--- config.mk ---
export PLATFORM = sky130hd
export DESIGN_NAME = pdr_top
export DESIGN_NICKNAME = d
export VERILOG_FILES = /design/src/pdr_pkg.sv /design/src/pdr_top.sv
export SDC_FILE = /design/constraint.sdc
export NUM_CORES = 1
export LEC_CHECK = 0
export BUFFER_PORTS_ARGS = -buffer_cell sky130_fd_sc_hd__buf_2
export CAP_MARGIN = 0
export CORE_MARGIN = 1
export CORE_UTILIZATION = 39
export CTS_BUF_LIST = sky130_fd_sc_hd__clkbuf_4 sky130_fd_sc_hd__clkbuf_8
export DETAILED_ROUTE_END_ITERATION = 7
export GPL_TIMING_DRIVEN = 0
export PLACE_DENSITY = 0.62
export SYNTH_ARGS = -nofsm -noshare
export SYNTH_HDL_FRONTEND = slang
export SYNTH_SLANG_ARGS = --single-unit
--- constraint.sdc ---
create_clock -name clk -period 9.1 [get_ports clk]
set_clock_uncertainty 0.15 [all_clocks]
set_input_delay 2.275 -clock clk [delete_from_list [all_inputs] [get_ports clk]]
set_output_delay 2.275 -clock clk [all_outputs]
set_load 0.01 [all_outputs]
--- src/pdr_pkg.sv ---
// Purpose: Shared constants and types for the duty-capture, hysteresis and ramp block.
// Assumes: 125 MHz system clock; 8-bit register port.
// Notes: Every offset, reset value and timing count lives here, with the mode, rate and hysteresis field positions.
package pdr_pkg;
    // ==========================================================
    // Clock and sample rates
    localparam int CLK_HZ = 125_000_000;
    localparam int SMP_HZ_SLOW = 800_000;
    localparam int SMP_HZ_MID = 4_000_000;
    localparam int SMP_HZ_FAST = 24_000_000;
    localparam logic [7:0] SMP_DIV_SLOW = 8'(CLK_HZ / SMP_HZ_SLOW);
    localparam logic [7:0] SMP_DIV_MID = 8'(CLK_HZ / SMP_HZ_MID);
    localparam logic [7:0] SMP_DIV_FAST = 8'(CLK_HZ / SMP_HZ_FAST);
    // No-pulse timeouts in microseconds, then in sample periods.
    localparam int TO_US_SLOW = 25_000;
    localparam int TO_US_MID = 3_000;
    localparam int TO_US_FAST = 600;
    localparam int TO_SMP_SLOW = TO_US_SLOW * (SMP_HZ_SLOW / 1000) / 1000;
    localparam int TO_SMP_MID = TO_US_MID * (SMP_HZ_MID / 1000) / 1000;
    localparam int TO_SMP_FAST = TO_US_FAST * (SMP_HZ_FAST / 1000) / 1000;
    // One microsecond in clock cycles.
    localparam int US_CYC = CLK_HZ / 1_000_000;
    // Time per ramp step in microseconds, one entry per ramp select setting.
    localparam logic [13:0] RAMP_US [8] = '{14'h0001, 14'h007D, 14'h00FA, 14'h01F4,
                                            14'h03E8, 14'h07D0, 14'h0FA0, 14'h1F40};
    // ==========================================================
    // Register map and fields
    localparam logic [7:0] ADDR_MODE = 8'h11;
    localparam logic [7:0] ADDR_PWM_CFG = 8'h12;
    localparam logic [7:0] ADDR_RAMP = 8'h14;
    localparam logic [7:0] ADDR_BRT_LO = 8'h18;
    localparam logic [7:0] ADDR_BRT_HI = 8'h19;
    localparam logic [7:0] ADDR_STAT = 8'h1A;
    localparam logic [7:0] ADDR_CODE = 8'h1B;
    localparam int MODE_LSB = 5;
    localparam int RATE_LSB = 6;
    localparam int HYS_LSB = 2;
    localparam logic [1:0] MODE_REG = 2'h0;
    localparam logic [1:0] MODE_PWM = 2'h1;
    localparam logic [1:0] MODE_MUL_RAMP = 2'h2;
    localparam logic [1:0] MODE_MUL_OUT = 2'h3;
    localparam logic [2:0] HYS_MAX = 3'h6;
    // ==========================================================
    // Types
    typedef enum logic [1:0] {PDR_IDLE = 2'b00, PDR_DIV = 2'b01} pdr_meas_t;
    typedef struct packed {
        logic [7:0] addr;
        logic [7:0] wdata;
        logic wr;
        logic rd;
    } pdr_bus_req_t;
    typedef struct packed {
        logic s1; logic s2; logic lvl; logic [7:0] div; logic tick;
        logic [14:0] hi; logic [14:0] per; logic [14:0] to; logic tmo;
        pdr_meas_t st; logic [3:0] it; logic [15:0] rem; logic [14:0] dvs; logic [10:0] q;
        logic [10:0] duty; logic vld; logic [10:0] filt; logic up;
        logic [1:0] mode; logic [1:0] rate; logic [2:0] hys; logic [2:0] rsel;
        logic [2:0] lo; logic [10:0] brightness_code; logic [10:0] ramp; logic [13:0] rtmr;
        logic [6:0] us; logic ustick; logic [10:0] code; logic boost_off; logic [7:0] rdata;
    } pdr_state_t;
    // Everything clears at reset: register mode, slowest rate, no hysteresis.
    localparam pdr_state_t PDR_RST = '0;

    // Scales one 11-bit code by another taken as a fraction of full scale.
    function automatic logic [10:0] pdr_mul(input logic [10:0] a, input logic [10:0] b);
        logic [21:0] p;
        p = {11'h000, a} * {11'h000, b};
        return p[21:11];
    endfunction
endpackage

--- src/pdr_top.sv ---
// Purpose: Duty-cycle capture, direction hysteresis, no-pulse timeout and code ramper.
// Assumes: pwm_in is asynchronous; register port is single-cycle, read data one cycle later.
// Notes: The ramped code, scaled by the duty code in MODE_MUL_OUT, drives the string sinks; boost_off shuts the boost stage.
`timescale 1ns/1ns
module pdr_top #(
    parameter int TO_SMP_SLOW_P = pdr_pkg::TO_SMP_SLOW,
    parameter int TO_SMP_MID_P = pdr_pkg::TO_SMP_MID,
    parameter int TO_SMP_FAST_P = pdr_pkg::TO_SMP_FAST,
    parameter int US_CYC_P = pdr_pkg::US_CYC
) (
    input wire logic clk,
    input wire logic reset_n,
    input wire pdr_pkg::pdr_bus_req_t bus_req,
    output logic [7:0] bus_rdata,
    input wire logic pwm_in,
    output logic [10:0] string_sink_current,
    output logic boost_off
);
    import pdr_pkg::*;

    // ==========================================================
    // Elaboration checks
    // Counters are 15 bits for timeouts and 7 bits for the microsecond tick.
    if (TO_SMP_SLOW_P < 1 || TO_SMP_SLOW_P > 32767 || TO_SMP_MID_P < 1 || TO_SMP_MID_P > 32767 ||
        TO_SMP_FAST_P < 1 || TO_SMP_FAST_P > 32767) begin : g_bad_to
        $error("timeout count out of range");
    end
    if (US_CYC_P < 1 || US_CYC_P > 128) begin : g_bad_us
        $error("microsecond divider out of range");
    end

    localparam logic [14:0] TO_LIM_SLOW = 15'(TO_SMP_SLOW_P);
    localparam logic [14:0] TO_LIM_MID = 15'(TO_SMP_MID_P);
    localparam logic [14:0] TO_LIM_FAST = 15'(TO_SMP_FAST_P);
    localparam logic [6:0] US_LAST = 7'(US_CYC_P - 1);

    pdr_state_t r_q;
    pdr_state_t r_d;
    logic [7:0] smp_lim;
    logic [14:0] to_lim;
    logic rise;
    logic [15:0] sh;
    logic qb;
    logic [2:0] hys_eff;
    logic [11:0] thr;
    logic [11:0] diff;
    logic [10:0] tgt;
    logic start;

    // ==========================================================
    // Next-state logic
    // All state is one record; this process computes its next value.
    always_comb begin
        r_d = r_q;
        r_d.s1 = pwm_in;
        r_d.s2 = r_q.s1;
        r_d.vld = 1'b0;
        r_d.rdata = 8'h00;
        start = 1'b0;
        sh = 16'h0000;
        qb = 1'b0;
        diff = 12'h000;

        // Sample clock derived from the system clock by an integer divider.
        case (r_q.rate)
            2'b00: begin
                smp_lim = SMP_DIV_SLOW;
                to_lim = TO_LIM_SLOW;
            end
            2'b01: begin
                smp_lim = SMP_DIV_MID;
                to_lim = TO_LIM_MID;
            end
            default: begin
                smp_lim = SMP_DIV_FAST;
                to_lim = TO_LIM_FAST;
            end
        endcase
        if (r_q.div >= smp_lim - 8'h01) begin
            r_d.div = 8'h00;
            r_d.tick = 1'b1;
        end else begin
            r_d.div = r_q.div + 8'h01;
            r_d.tick = 1'b0;
        end

        // Period and high-time counting, restarted on each sampled rising edge.
        rise = r_q.tick && r_q.s2 && !r_q.lvl;
        if (r_q.mode == MODE_REG) begin
            r_d.hi = 15'h0000;
            r_d.per = 15'h0000;
            r_d.to = 15'h0000;
            r_d.tmo = 1'b0;
            r_d.lvl = 1'b0;
        end else if (r_q.tick) begin
            r_d.lvl = r_q.s2;
            if (rise) begin
                // A period spanning a timeout is garbage, so it is not measured.
                start = !r_q.tmo && r_q.st == PDR_IDLE && r_q.per != 15'h0000;
                r_d.hi = 15'h0001;
                r_d.per = 15'h0001;
                r_d.to = 15'h0000;
                r_d.tmo = 1'b0;
            end else begin
                // Before the first edge the period is unknown, so period and high time do not count until one is seen; the timeout still counts.
                if (r_q.per != 15'h7FFF && r_q.per != 15'h0000) begin
                    r_d.per = r_q.per + 15'h0001;
                    r_d.hi = r_q.hi + {14'h0000, r_q.s2};
                end
                if (r_q.to >= to_lim) begin
                    r_d.tmo = 1'b1;
                end else begin
                    r_d.to = r_q.to + 15'h0001;
                end
            end
        end

        // Duty code = high * 2048 / period, one quotient bit per clock.
        case (r_q.st)
            PDR_IDLE: begin
                if (start) begin
                    r_d.st = PDR_DIV;
                    r_d.it = 4'h0;
                    r_d.rem = {1'b0, r_q.hi};
                    r_d.dvs = r_q.per;
                    r_d.q = 11'h000;
                end
            end
            PDR_DIV: begin
                sh = {r_q.rem[14:0], 1'b0};
                qb = sh >= {1'b0, r_q.dvs};
                r_d.rem = qb ? sh - {1'b0, r_q.dvs} : sh;
                r_d.q = {r_q.q[9:0], qb};
                r_d.it = r_q.it + 4'h1;
                if (r_q.it == 4'hA) begin
                    r_d.st = PDR_IDLE;
                    r_d.duty = {r_q.q[9:0], qb};
                    r_d.vld = 1'b1;
                end
            end
            default: r_d.st = PDR_IDLE;
        endcase

        // Direction hysteresis; the unused setting 111 behaves as 110.
        hys_eff = (r_q.hys > HYS_MAX) ? HYS_MAX : r_q.hys;
        thr = 12'h001 << hys_eff;
        if (r_q.vld) begin
            if (r_q.duty > r_q.filt) begin
                diff = {1'b0, r_q.duty} - {1'b0, r_q.filt};
                if (r_q.up || diff >= thr) begin
                    r_d.filt = r_q.duty;
                    r_d.up = 1'b1;
                end
            end else if (r_q.duty < r_q.filt) begin
                diff = {1'b0, r_q.filt} - {1'b0, r_q.duty};
                if (!r_q.up || diff >= thr) begin
                    r_d.filt = r_q.duty;
                    r_d.up = 1'b0;
                end
            end
        end

        // Register writes; the low brightness bits wait for the high byte.
        if (bus_req.wr) begin
            case (bus_req.addr)
                ADDR_MODE: r_d.mode = bus_req.wdata[MODE_LSB +: 2];
                ADDR_PWM_CFG: begin
                    r_d.rate = bus_req.wdata[RATE_LSB +: 2];
                    r_d.hys = bus_req.wdata[HYS_LSB +: 3];
                end
                ADDR_RAMP: r_d.rsel = bus_req.wdata[2:0];
                ADDR_BRT_LO: r_d.lo = bus_req.wdata[2:0];
                ADDR_BRT_HI: r_d.brightness_code = {bus_req.wdata, r_q.lo};
                default: ;
            endcase
        end

        // Ramp target per brightness mode.
        case (r_q.mode)
            MODE_PWM: tgt = r_q.filt;
            MODE_MUL_RAMP: tgt = pdr_mul(r_q.brightness_code, r_q.filt);
            default: tgt = r_q.brightness_code;
        endcase

        // Register reads answer one cycle later and read zero otherwise.
        if (bus_req.rd) begin
            case (bus_req.addr)
                ADDR_MODE: r_d.rdata = {1'b0, r_q.mode, 5'h00};
                ADDR_PWM_CFG: r_d.rdata = {r_q.rate, 1'b0, r_q.hys, 2'h0};
                ADDR_RAMP: r_d.rdata = {5'h00, r_q.rsel};
                ADDR_BRT_LO: r_d.rdata = {5'h00, r_q.lo};
                ADDR_BRT_HI: r_d.rdata = r_q.brightness_code[10:3];
                ADDR_STAT: r_d.rdata = {6'h00, r_q.ramp != tgt, r_q.tmo};
                ADDR_CODE: r_d.rdata = r_q.code[10:3];
                default: r_d.rdata = 8'h00;
            endcase
        end

        // Microsecond time base for the ramp step timer.
        if (r_q.us >= US_LAST) begin
            r_d.us = 7'h00;
            r_d.ustick = 1'b1;
        end else begin
            r_d.us = r_q.us + 7'h01;
            r_d.ustick = 1'b0;
        end

        // First step is taken at once, so a ramp lasts step time x (difference - 1).
        if (r_q.ramp != tgt) begin
            if (r_q.rtmr == 14'h0000) begin
                r_d.ramp = (tgt > r_q.ramp) ? r_q.ramp + 11'h001 : r_q.ramp - 11'h001;
                r_d.rtmr = RAMP_US[r_q.rsel];
            end else if (r_q.ustick) begin
                r_d.rtmr = r_q.rtmr - 14'h0001;
            end
        end else begin
            r_d.rtmr = 14'h0000;
        end

        // Registered outputs.
        r_d.code = (r_q.mode == MODE_MUL_OUT) ? pdr_mul(r_q.ramp, r_q.filt) : r_q.ramp;
        r_d.boost_off = r_q.tmo && r_q.mode != MODE_REG;
    end

    // ==========================================================
    // State register
    always_ff @(posedge clk or negedge reset_n) begin
        if (!reset_n) begin
            r_q <= PDR_RST;
        end else begin
            r_q <= r_d;
        end
    end

    assign bus_rdata = r_q.rdata;
    assign string_sink_current = r_q.code;
    assign boost_off = r_q.boost_off;
endmodule

==> impl_metrics.csv, run 1 <==
group,metric,value,unit
placed_design,dp_hpwl,38.9,mm
synthesis,synth.top_cell.area_share,26.0,%
critical_path,cp-startpoint,"r_q[86]",
critical_path,cp-end-kind,"flip-flop",
cells_and_area,register_area,5120,µm²
synthesis,ys_seq_area_share,26.0,%
clock_tree,clock-sinks,204,
hold_path,min_to,"r_q[205]",
hold_path,hold_depth,0,
global_route,gr-total-overflow,0,
timing,relSlewSlack,23.4,%
die,num_rows,81,
timing,fin_ws,272,ps
hold_path,hp-start,"r_d[205]",
status,outcome,"finished clean",
routing,drtAntennaViolNets,0,
cells_and_area,final_net_count,2674,
cells_and_area,multi_input_area,13100,µm²
global_route,antenna_found_initial,0,
placed_design,io_buffers,38,
routing,postRouteWirelength,50.7,mm
synthesis,synth_common_cells,"inv_1 (266), nand2_1 (255), ha_1 (221)",
clock_tree,clk_latency,600,ps
critical_path,r2r-end,"r_q[51]",
die,core,49400,µm²
cells_and_area,drive_gt1_share,11.7,%
synthesis,avgSynthCellArea,9.05,µm²
critical_path,r2r_start,"r_q[86]",
synthesis,synthCells,2170,
critical_path,cp_top_family,"adder cells",
cells_and_area,stdcell_count,2962,
die,dieWidth,226,µm
critical_path,cp.required,9400,ps
routing,num_vias,15500,
global_route,grt_pass1_wl,83.5,mm
timing,worst_slew_pin_slew,1130,ps
placed_design,dp_cells,2875,
critical_path,cp.buffers_inverters,4,
synthesis,yosysMostFrequentCell,"inv_1",
die,ios,41,
placed_design,finalWeightedCongestion,0.920,
timing,rsz0062_at_grt,"true",
critical_path,start_kind,"flip-flop",
routing,dr.pass1.iters,5,
synthesis,ys_types,78,
routing,drt-initial-drc-count,949,
die,die-area,51300,µm²
timing,finalSetupTns,0,ps
hold_path,min_path_type,"flip-flop to flip-flop",
critical_path,cp.arrival,9130,ps
synthesis,synth.area.top_cells,"dfrtp_1 (26%), fa_1 (17%), ha_1 (14%)",
placed_design,pre_cts_ws,-812,ps
routing,drc,0,
routing,avgViaCountPerCell,5.24,
critical_path,reg2reg_depth,35,
timing,hold_slack,206,ps
cells_and_area,n_fill_cell,4826,
clock_tree,htreeDepth,2,
cells_and_area,n_antenna_cell,0,
synthesis,syn_area,19600,µm²
timing,setup-violations-final,0,
routing,wl_met2,24.1,mm
routing,highest_layer,"met4",
synthesis,synth_top_area_cell,"dfrtp_1",
synthesis,ys.flop_type,"dfrtp_1",
critical_path,slowest_stage,"fa_1",
synthesis,synth_warnings,0,
global_route,grt_max_degree,123,
critical_path,critPathKind,"flip-flop to flip-flop",
global_route,grt_pass1_vias,16000,
routing,wire_per_inst,17.1,µm
clock_tree,clkSlewWorstSetupHoldPaths,50,ps
die,fp.dieH,226,µm
timing,fin_crit_sh,97.0,%
clock_tree,cts_buffers,39,
timing,fin_crit,8830,ps
timing,fmax,0.113,GHz
clock_tree,hold_buffers,0,
clock_tree,cts_tree,"yes",
timing,maxSlewViolCount,0,
run,max_cap_viol_count,0,
clock_tree,cts-root-buf,"clkbuf_8",
synthesis,synth_edf_count,0,
critical_path,max_stage_delay,560,ps
routing,wl_met1,22.1,mm
routing,wl_met3,2.54,mm
cells_and_area,syn2layout_area_growth,12.4,%
synthesis,ys_ff_latch,204,
global_route,grtUsageTotal,20.7,%
critical_path,worst-path-max-fanout,10,
die,start_util,39.8,%
clock_tree,clock_path_buffers,3,
synthesis,synthArstFlopShare,100,%
timing,finalHoldViolations,0,
critical_path,crit_top_cell,"fa_1",
critical_path,rrSetupSlack,270,ps
==> per-stage QoR <==
step / cell area, µm² / util, %
after floorplan: 19600 / -
after global placement: 20700 / 41.9
after detailed placement: 20700 / 42.0
after CTS: 21700 / 44.0
after global routing: 22100 / 44.7
final: 22100 / 44.7
==> worst max-delay path by stage <==
stage                          to  slack [ps]  cells after the start
after global placement    r_q[51]       -2020                     33
final                     r_q[51]         270                     35
after global routing      r_q[51]        -110                     36
after CTS                 r_q[51]           4                     35
after detailed placement  r_q[51]        -810                     34
after floorplan           r_q[51]         540                     34
==> cells in the final DEF, fill, tap and decap left out, types with 8 or more instances in the layout <==
cell        n
nor2b_1    23
nand4_1    21
o21ai_0   109
nand2b_1   14
buf_4      52
clkbuf_1   52
xor2_1     62
nand2_1   255
buf_2      43
a21o_1     23
a21oi_1    73
fa_1      161
and3_1     12
a211oi_1    8
clkbuf_8   54
or3_1      11
nand3_1    39
xnor2_1    44
ha_1      219
nor2_1    178
dfrtp_2    15
dfrtp_1   189
mux2_2     32
nor3_1     25
o21a_1     13
a22oi_1    26
inv_1     266
and2_1     71
mux2i_1    31
==> metal layers <==
| layer | global-route usage [%] | up-vias |
|---|---|---|
| met5 | 0 | - |
| met3 | 2.98 | 99 |
| li1 | - | 7334 |
| met1 | 26.6 | 7666 |
| met2 | 34.6 | 416 |
| met4 | 8.63 | 0 |
==> state kept, by name, indices dropped and copies added, names as in the netlist <==
signal	cells
boost_off	1
bus_rdata	8
r_d	1
r_q	183
string_sink_current	11
==> layout make-up <==
type / instances / area share [%]
clock buffers: 61 / 3.60
flip-flops and latches: 204 / 23.2
clock inverters: 8 / 0.584
plain buffers: 104 / 2.75
well taps: 664 / 3.76
multi-input cells: 1584 / 59.5
repair buffers: 63 / 1.90
inverters: 274 / 4.66
==> repair_timing <==
item                                   CTS  global route
endpoints found under the hold margin    0             0
pin swaps                                2            18
gates resized for setup                 40            88
setup buffers                            2            21
setup endpoints to repair                6            10
==> cells by family after synthesis <==
family | Yosys count | share of synthesized area (%)
buffers and inverters | 383 | 7.78
and+or+nand+nor | 695 | 16.7
DFF | 204 | 26.0
muxes | 64 | 3.53
other | 1 | 0.0191
adders and majority gates | 383 | 30.6
xor gates and xnor gates | 107 | 4.77
AOI/OAI and AO/OA | 333 | 10.6
Power of run 1 is not shown: default switching activity piles up to over one toggle a cycle in this logic, so the estimate is an artifact.
==> run 2: changes to the inputs <==
--- a/config.mk
+++ b/config.mk
@@ -5,6 +5,7 @@
 export SDC_FILE = /design/constraint.sdc
 export NUM_CORES = 1
 export LEC_CHECK = 0
+export ABC_AREA = 1
 export BUFFER_PORTS_ARGS = -buffer_cell sky130_fd_sc_hd__buf_2
 export CAP_MARGIN = 0
 export CORE_MARGIN = 1
@@ -13,6 +14,7 @@
 export DETAILED_ROUTE_END_ITERATION = 7
 export GPL_TIMING_DRIVEN = 0
 export PLACE_DENSITY = 0.62
+export SKIP_LAST_GASP = 1
 export SYNTH_ARGS = -nofsm -noshare
 export SYNTH_HDL_FRONTEND = slang
 export SYNTH_SLANG_ARGS = --single-unit
==> impl_metrics.csv, run 2 <==
group,metric,value,unit
clock_tree,cts_buffers,36,
cells_and_area,final_net_count,3387,
cells_and_area,largest_reg_flops,183,
power,vdd_drop_max,0.119,mV
critical_path,start_kind,"flip-flop",
clock_tree,clock-sinks,204,
critical_path,cp.arrival,8830,ps
placed_design,io_buffers,40,
die,die-area,56200,µm²
timing,finalSetupTns,0,ps
critical_path,worst-path-max-fanout,10,
synthesis,avgSynthCellArea,7.42,µm²
clock_tree,clk_latency,560,ps
global_route,grt_max_degree,121,
synthesis,synth_common_cells,"nand2_1 (715), inv_1 (578), ha_1 (221)",
die,dieWidth,237,µm
routing,drtAntennaViolNets,0,
synthesis,synth.area.top_cells,"dfrtp_1 (24%), fa_1 (15%), ha_1 (13%)",
die,core,54200,µm²
cells_and_area,multi_input_area,13700,µm²
critical_path,cp-end-kind,"flip-flop",
cells_and_area,layout_common_cells,"nand2_1 (714), inv_1 (578), ha_1 (221)",
timing,hold_slack,197,ps
timing,relSlewSlack,45.1,%
synthesis,synth_edf_count,0,
cells_and_area,syn2layout_area_growth,8.79,%
run,max_cap_viol_count,0,
synthesis,ys_ff_latch,204,
hold_path,hold_depth,0,
clock_tree,cts-root-buf,"clkbuf_8",
timing,fmax,0.117,GHz
cells_and_area,stdcell_count,3704,
critical_path,rrSetupSlack,560,ps
critical_path,cp.required,9390,ps
synthesis,ys_types,54,
hold_path,hp-start,"r_d[205]",
synthesis,synth_top_area_cell,"dfrtp_1",
timing,setup-violations-final,0,
synthesis,ys_seq_area_share,23.7,%
timing,fin_crit,8540,ps
timing,worst_slew_pin_slew,817,ps
cells_and_area,n_fill_cell,5661,
synthesis,syn_area,21500,µm²
synthesis,synth.top_cell.area_share,23.7,%
synthesis,yosysMostFrequentCell,"nand2_1",
routing,drc,0,
routing,postRouteWirelength,56.2,mm
global_route,antenna_found_initial,1,
clock_tree,hold_buffers,0,
global_route,use_met3,3.12,%
critical_path,r2r_start,"r_q[83]",
clock_tree,clkSlewWorstSetupHoldPaths,60,ps
power,p_total,2960,µW
cells_and_area,drive_gt1_share,6.92,%
routing,dr.pass1.iters,5,
synthesis,synth_warnings,0,
critical_path,cp_top_family,"adder cells",
global_route,use_met2,33.2,%
critical_path,slowest_stage,"clkbuf_1",
placed_design,dp_cells,3642,
critical_path,critPathKind,"flip-flop to flip-flop",
global_route,grt.busiest_layer,"met2",
die,start_util,39.7,%
clock_tree,clock_path_buffers,3,
critical_path,reg2reg_depth,37,
status,outcome,"finished clean",
global_route,use_met1,28.2,%
critical_path,crit_top_cell,"nand2_1",
critical_path,cp.buffers_inverters,5,
routing,avgViaCountPerCell,4.97,
placed_design,dp_hpwl,44.9,mm
critical_path,max_stage_delay,610,ps
power,power.density,126,nW/µm²
die,fp.dieH,237,µm
synthesis,ys.flop_type,"dfrtp_1",
cells_and_area,mostFrequentLayoutCell,"nand2_1",
hold_path,min_path_type,"flip-flop to flip-flop",
synthesis,synthArstFlopShare,100,%
cells_and_area,register_area,5100,µm²
critical_path,cp-startpoint,"r_q[83]",
die,ios,41,
clock_tree,htreeDepth,2,
routing,drt-initial-drc-count,1057,
placed_design,finalWeightedCongestion,0.908,
critical_path,worstSetupPathDepth,37,
global_route,grtUsageTotal,20.4,%
cells_and_area,stdcell_area,23400,µm²
timing,fin_crit_sh,93.8,%
die,num_rows,85,
global_route,grt_pass1_wl,92.5,mm
routing,wire_per_inst,15.2,µm
synthesis,synthCells,2904,
power,p_leak,0.0128,µW
clock_tree,cts_tree,"yes",
global_route,grt_pass1_vias,17900,
timing,rsz0062_at_grt,"false",
cells_and_area,largest-register,"r_q",
placed_design,place_area,22700,µm²
timing,finalHoldViolations,0,
routing,num_vias,18400,
timing,maxSlewViolCount,0,
global_route,gr-total-overflow,0,
-- run 2: cell types whose count changed in the layout (fill, tap and decap cells not counted), sizes merged, moves of 23 or more --
cell	previous run	this run
xnor2	45	16
inv	269	584
a21oi	79	138
mux2	32	3
and2	73	3
o21ai	116	160
nor2b	23	0
a22oi	26	0
nor3	28	66
nand3	40	122
mux2i	31	0
nand2	255	722
-- run 2: report_power, final --
group / total, µW / switching, µW / internal [µW]
Sequential: 1100 / 105 / 998
Combinational: 951 / 606 / 346
Clock: 909 / 394 / 516
Total: 2960 / 1100 / 1860
-- run 2: area by class of cell --
| class | instances | area share, % |
|---|---|---|
| diodes | 1 | 0.0107 |
| plain buffers | 118 | 2.56 |
| clock buffers | 52 | 2.76 |
| clock inverters | 10 | 0.464 |
| inverters | 583 | 9.34 |
| multi-input cells | 1998 | 58.3 |
| flip-flops and latches | 204 | 21.8 |
| well taps | 696 | 3.72 |
| repair buffers | 42 | 1.05 |
-- run 2: metrics by stage --
stage,worst slack (ps),util [%]
after floorplan,1570,-
after global placement,198,41.7
after detailed placement,231,41.8
after CTS,214,43.2
after global routing,2.13,43.2
final,564,43.2
-- run 2: logic make-up after synthesis --
group,Yosys count,share of synthesized area (%)
adder cells (fa/ha/maj),383,27.9
multiplexers,3,0.157
flip-flops,204,23.7
AND/OR/NAND/NOR,1159,22.7
AO/OA/AOI/OAI,389,10.1
XOR/XNOR,62,2.52
other,1,0.0174
buffers and inverters,703,12.9
-- run 2: timing repair --
item	in CTS	in global routing
endpoints found under the setup margin	0	6
gates resized for setup	0	28
setup buffers	0	1
-- run 2: worst paths after layout --
| check | end |
|---|---|
| min in group asynchronous | r_q[189] |
| max | r_q[51] |
| min | r_q[205] |
| max reg2reg | r_q[51] |
| min reg2reg | r_q[205] |
| max in group asynchronous | r_q[47] |
-- run 2: routing by layer --
metal | vias to the layer above | part of all wire (%)
met5 | - | 0
met4 | 0 | 2.3
met3 | 81 | 5.8
met2 | 434 | 46
met1 | 8667 | 46
li1 | 9233 | -
Power figures use the tool's default switching activity.
==> run 3: changes to the inputs <==
--- a/config.mk
+++ b/config.mk
@@ -8,12 +8,12 @@
 export ABC_AREA = 1
 export BUFFER_PORTS_ARGS = -buffer_cell sky130_fd_sc_hd__buf_2
 export CAP_MARGIN = 0
-export CORE_MARGIN = 1
-export CORE_UTILIZATION = 39
-export CTS_BUF_LIST = sky130_fd_sc_hd__clkbuf_4 sky130_fd_sc_hd__clkbuf_8
+export CORE_MARGIN = 10
+export CORE_UTILIZATION = 60
+export CTS_BUF_LIST = sky130_fd_sc_hd__clkbuf_4
 export DETAILED_ROUTE_END_ITERATION = 7
 export GPL_TIMING_DRIVEN = 0
-export PLACE_DENSITY = 0.62
+export PLACE_DENSITY = 0.86
 export SKIP_LAST_GASP = 1
 export SYNTH_ARGS = -nofsm -noshare
 export SYNTH_HDL_FRONTEND = slang
==> impl_metrics.csv, run 3 (synthesized netlist as in run 2, its figures left out) <==
group,metric,value,unit
global_route,grt_pass1_wl,96.8,mm
critical_path,slowest_stage,"clkbuf_1",
critical_path,cp.required,9570,ps
clock_tree,cts-root-buf,"clkbuf_4",
routing,drc,0,
critical_path,rrSetupSlack,520,ps
global_route,grt_pass1_vias,20300,
cells_and_area,largest_reg_flops,183,
placed_design,dp_hpwl,45.6,mm
hold_path,min_path_type,"flip-flop to flip-flop",
clock_tree,hold_buffers,0,
power,vdd_drop_max,0.132,mV
critical_path,cp.arrival,9050,ps
cells_and_area,layout_common_cells,"nand2_1 (714), inv_1 (578), ha_1 (221)",
timing,fin_crit,8580,ps
clock_tree,clock-sinks,204,
critical_path,r2r_start,"r_q[59]",
routing,dr.pass1.iters,5,
critical_path,critPathKind,"flip-flop to flip-flop",
critical_path,worst-path-max-fanout,10,
die,ios,41,
routing,postRouteWirelength,57.3,mm
cells_and_area,final_util,64.7,%
cells_and_area,syn2layout_area_growth,6.60,%
cells_and_area,mostFrequentLayoutCell,"nand2_1",
timing,setup-violations-final,0,
routing,drt-initial-drc-count,1523,
timing,worst_slew_pin_slew,838,ps
cells_and_area,n_fill_cell,3041,
critical_path,reg2reg_depth,36,
critical_path,cp-end-kind,"flip-flop",
cells_and_area,largest-register,"r_q",
die,start_util,60.7,%
critical_path,cp_top_family,"adder cells",
clock_tree,cts_tree,"yes",
critical_path,start_kind,"flip-flop",
critical_path,cp.buffers_inverters,7,
clock_tree,htreeDepth,2,
clock_tree,clk_latency,700,ps
cells_and_area,multi_input_area,13700,µm²
global_route,grt_max_degree,113,
placed_design,io_buffers,40,
global_route,grtUsageTotal,26.3,%
routing,avgViaCountPerCell,5.60,
cells_and_area,register_area,5100,µm²
critical_path,max_stage_delay,550,ps
die,die-area,43900,µm²
die,num_rows,69,
critical_path,endpoint,"r_q[51]",
routing,wire_per_inst,16.4,µm
status,outcome,"finished clean",
routing,num_vias,19500,
routing,drtAntennaViolNets,0,
timing,rsz0062_at_grt,"false",
run,max_cap_viol_count,0,
die,core,35500,µm²
placed_design,finalWeightedCongestion,0.951,
timing,maxSlewViolCount,0,
cells_and_area,final_net_count,3398,
power,power.density,123,nW/µm²
timing,relSlewSlack,43.7,%
power,p_leak,0.0128,µW
die,fp.dieH,209,µm
critical_path,cp-startpoint,"r_q[59]",
timing,finalSetupTns,0,ps
clock_tree,cts_buffers,49,
clock_tree,clock_path_buffers,3,
critical_path,r2r-end,"r_q[51]",
critical_path,worstSetupPathDepth,36,
die,dieWidth,209,µm
global_route,gr-total-overflow,0,
timing,finalHoldViolations,0,
cells_and_area,drive_gt1_share,6.98,%
global_route,antenna_found_initial,1,
timing,fin_crit_sh,94.3,%
timing,fmax,0.117,GHz
clock_tree,clkSlewWorstSetupHoldPaths,80,ps
run 3: cell types whose count changed in the layout (fill, tap and decap cells not counted), moves of 3 or more:
cell and delta:
clkbuf_4 +51, clkinv_1 +11, clkbuf_1 +3, clkbuf_2 -5, clkbuf_8 -41
run 3: worst min-delay path by stage:
stage / from / cells after the start / to / slack [ps]
2_1_floorplan: r_d[205] / 0 / r_q[205] / 180
3_3_place_gp: r_d[205] / 0 / r_q[205] / 180
3_5_place_dp: r_d[205] / 0 / r_q[205] / 190
4_1_cts: r_d[205] / 0 / r_q[205] / 200
5_1_grt: r_d[205] / 0 / r_q[205] / 230
6_report: r_d[205] / 0 / r_q[205] / 200
run 3: per-layer routing:
metal  GRT usage, %  wire length [µm]  vias to the layer above
li1               -                 -                     9278
met5              0                 0                        -
met3           3.53              4150                      204
met4           13.3              2830                        0
met1           32.1             22900                     9223
met2           44.7             27400                      814
run 3: layout make-up:
| cell class | count | area share, % |
|---|---|---|
| Multi-Input combinational cell | 1998 | 59.5 |
| Buffer | 117 | 2.57 |
| Inverter | 583 | 9.53 |
| Clock inverter | 19 | 0.577 |
| Clock buffer | 62 | 2.03 |
| Antenna cell | 1 | 0.0109 |
| Sequential cell | 204 | 22.2 |
| Tap cell | 461 | 2.51 |
| Timing Repair Buffer | 41 | 1.04 |
run 3: per-stage QoR:
step,setup WS [ps],total power (µW),instance area [µm²],instances,hold slack (ps)
6_report,520,2820,23000,3486,203
5_1_grt,10.3,3000,23000,3486,233
4_1_cts,320,2820,23000,3488,204
3_5_place_dp,340,2060,22400,3407,189
3_3_place_gp,502,2010,22300,3406,183
2_1_floorplan,1570,1770,21500,2905,181
run 3: worst register-to-register path, delay by kind of cell (launching register included):
kind,cells,cell delay [ps]
adders and majority gates,8,3580
AOI/OAI and AO/OA,8,1250
DFF,1,530
and+or+nand+nor,13,2040
buffers and inverters,7,930
run 3: timing repair:
item,4_1_cts,5_1_grt
setup buffers,0,0
setup endpoints to repair,0,6
gates resized for setup,0,20
hold endpoints to repair,0,0
run 3: where the power goes:
group / internal, µW / total, µW / switching [µW]
clock network: 376 / 749 / 373
logic: 346 / 967 / 620
registers: 997 / 1110 / 109
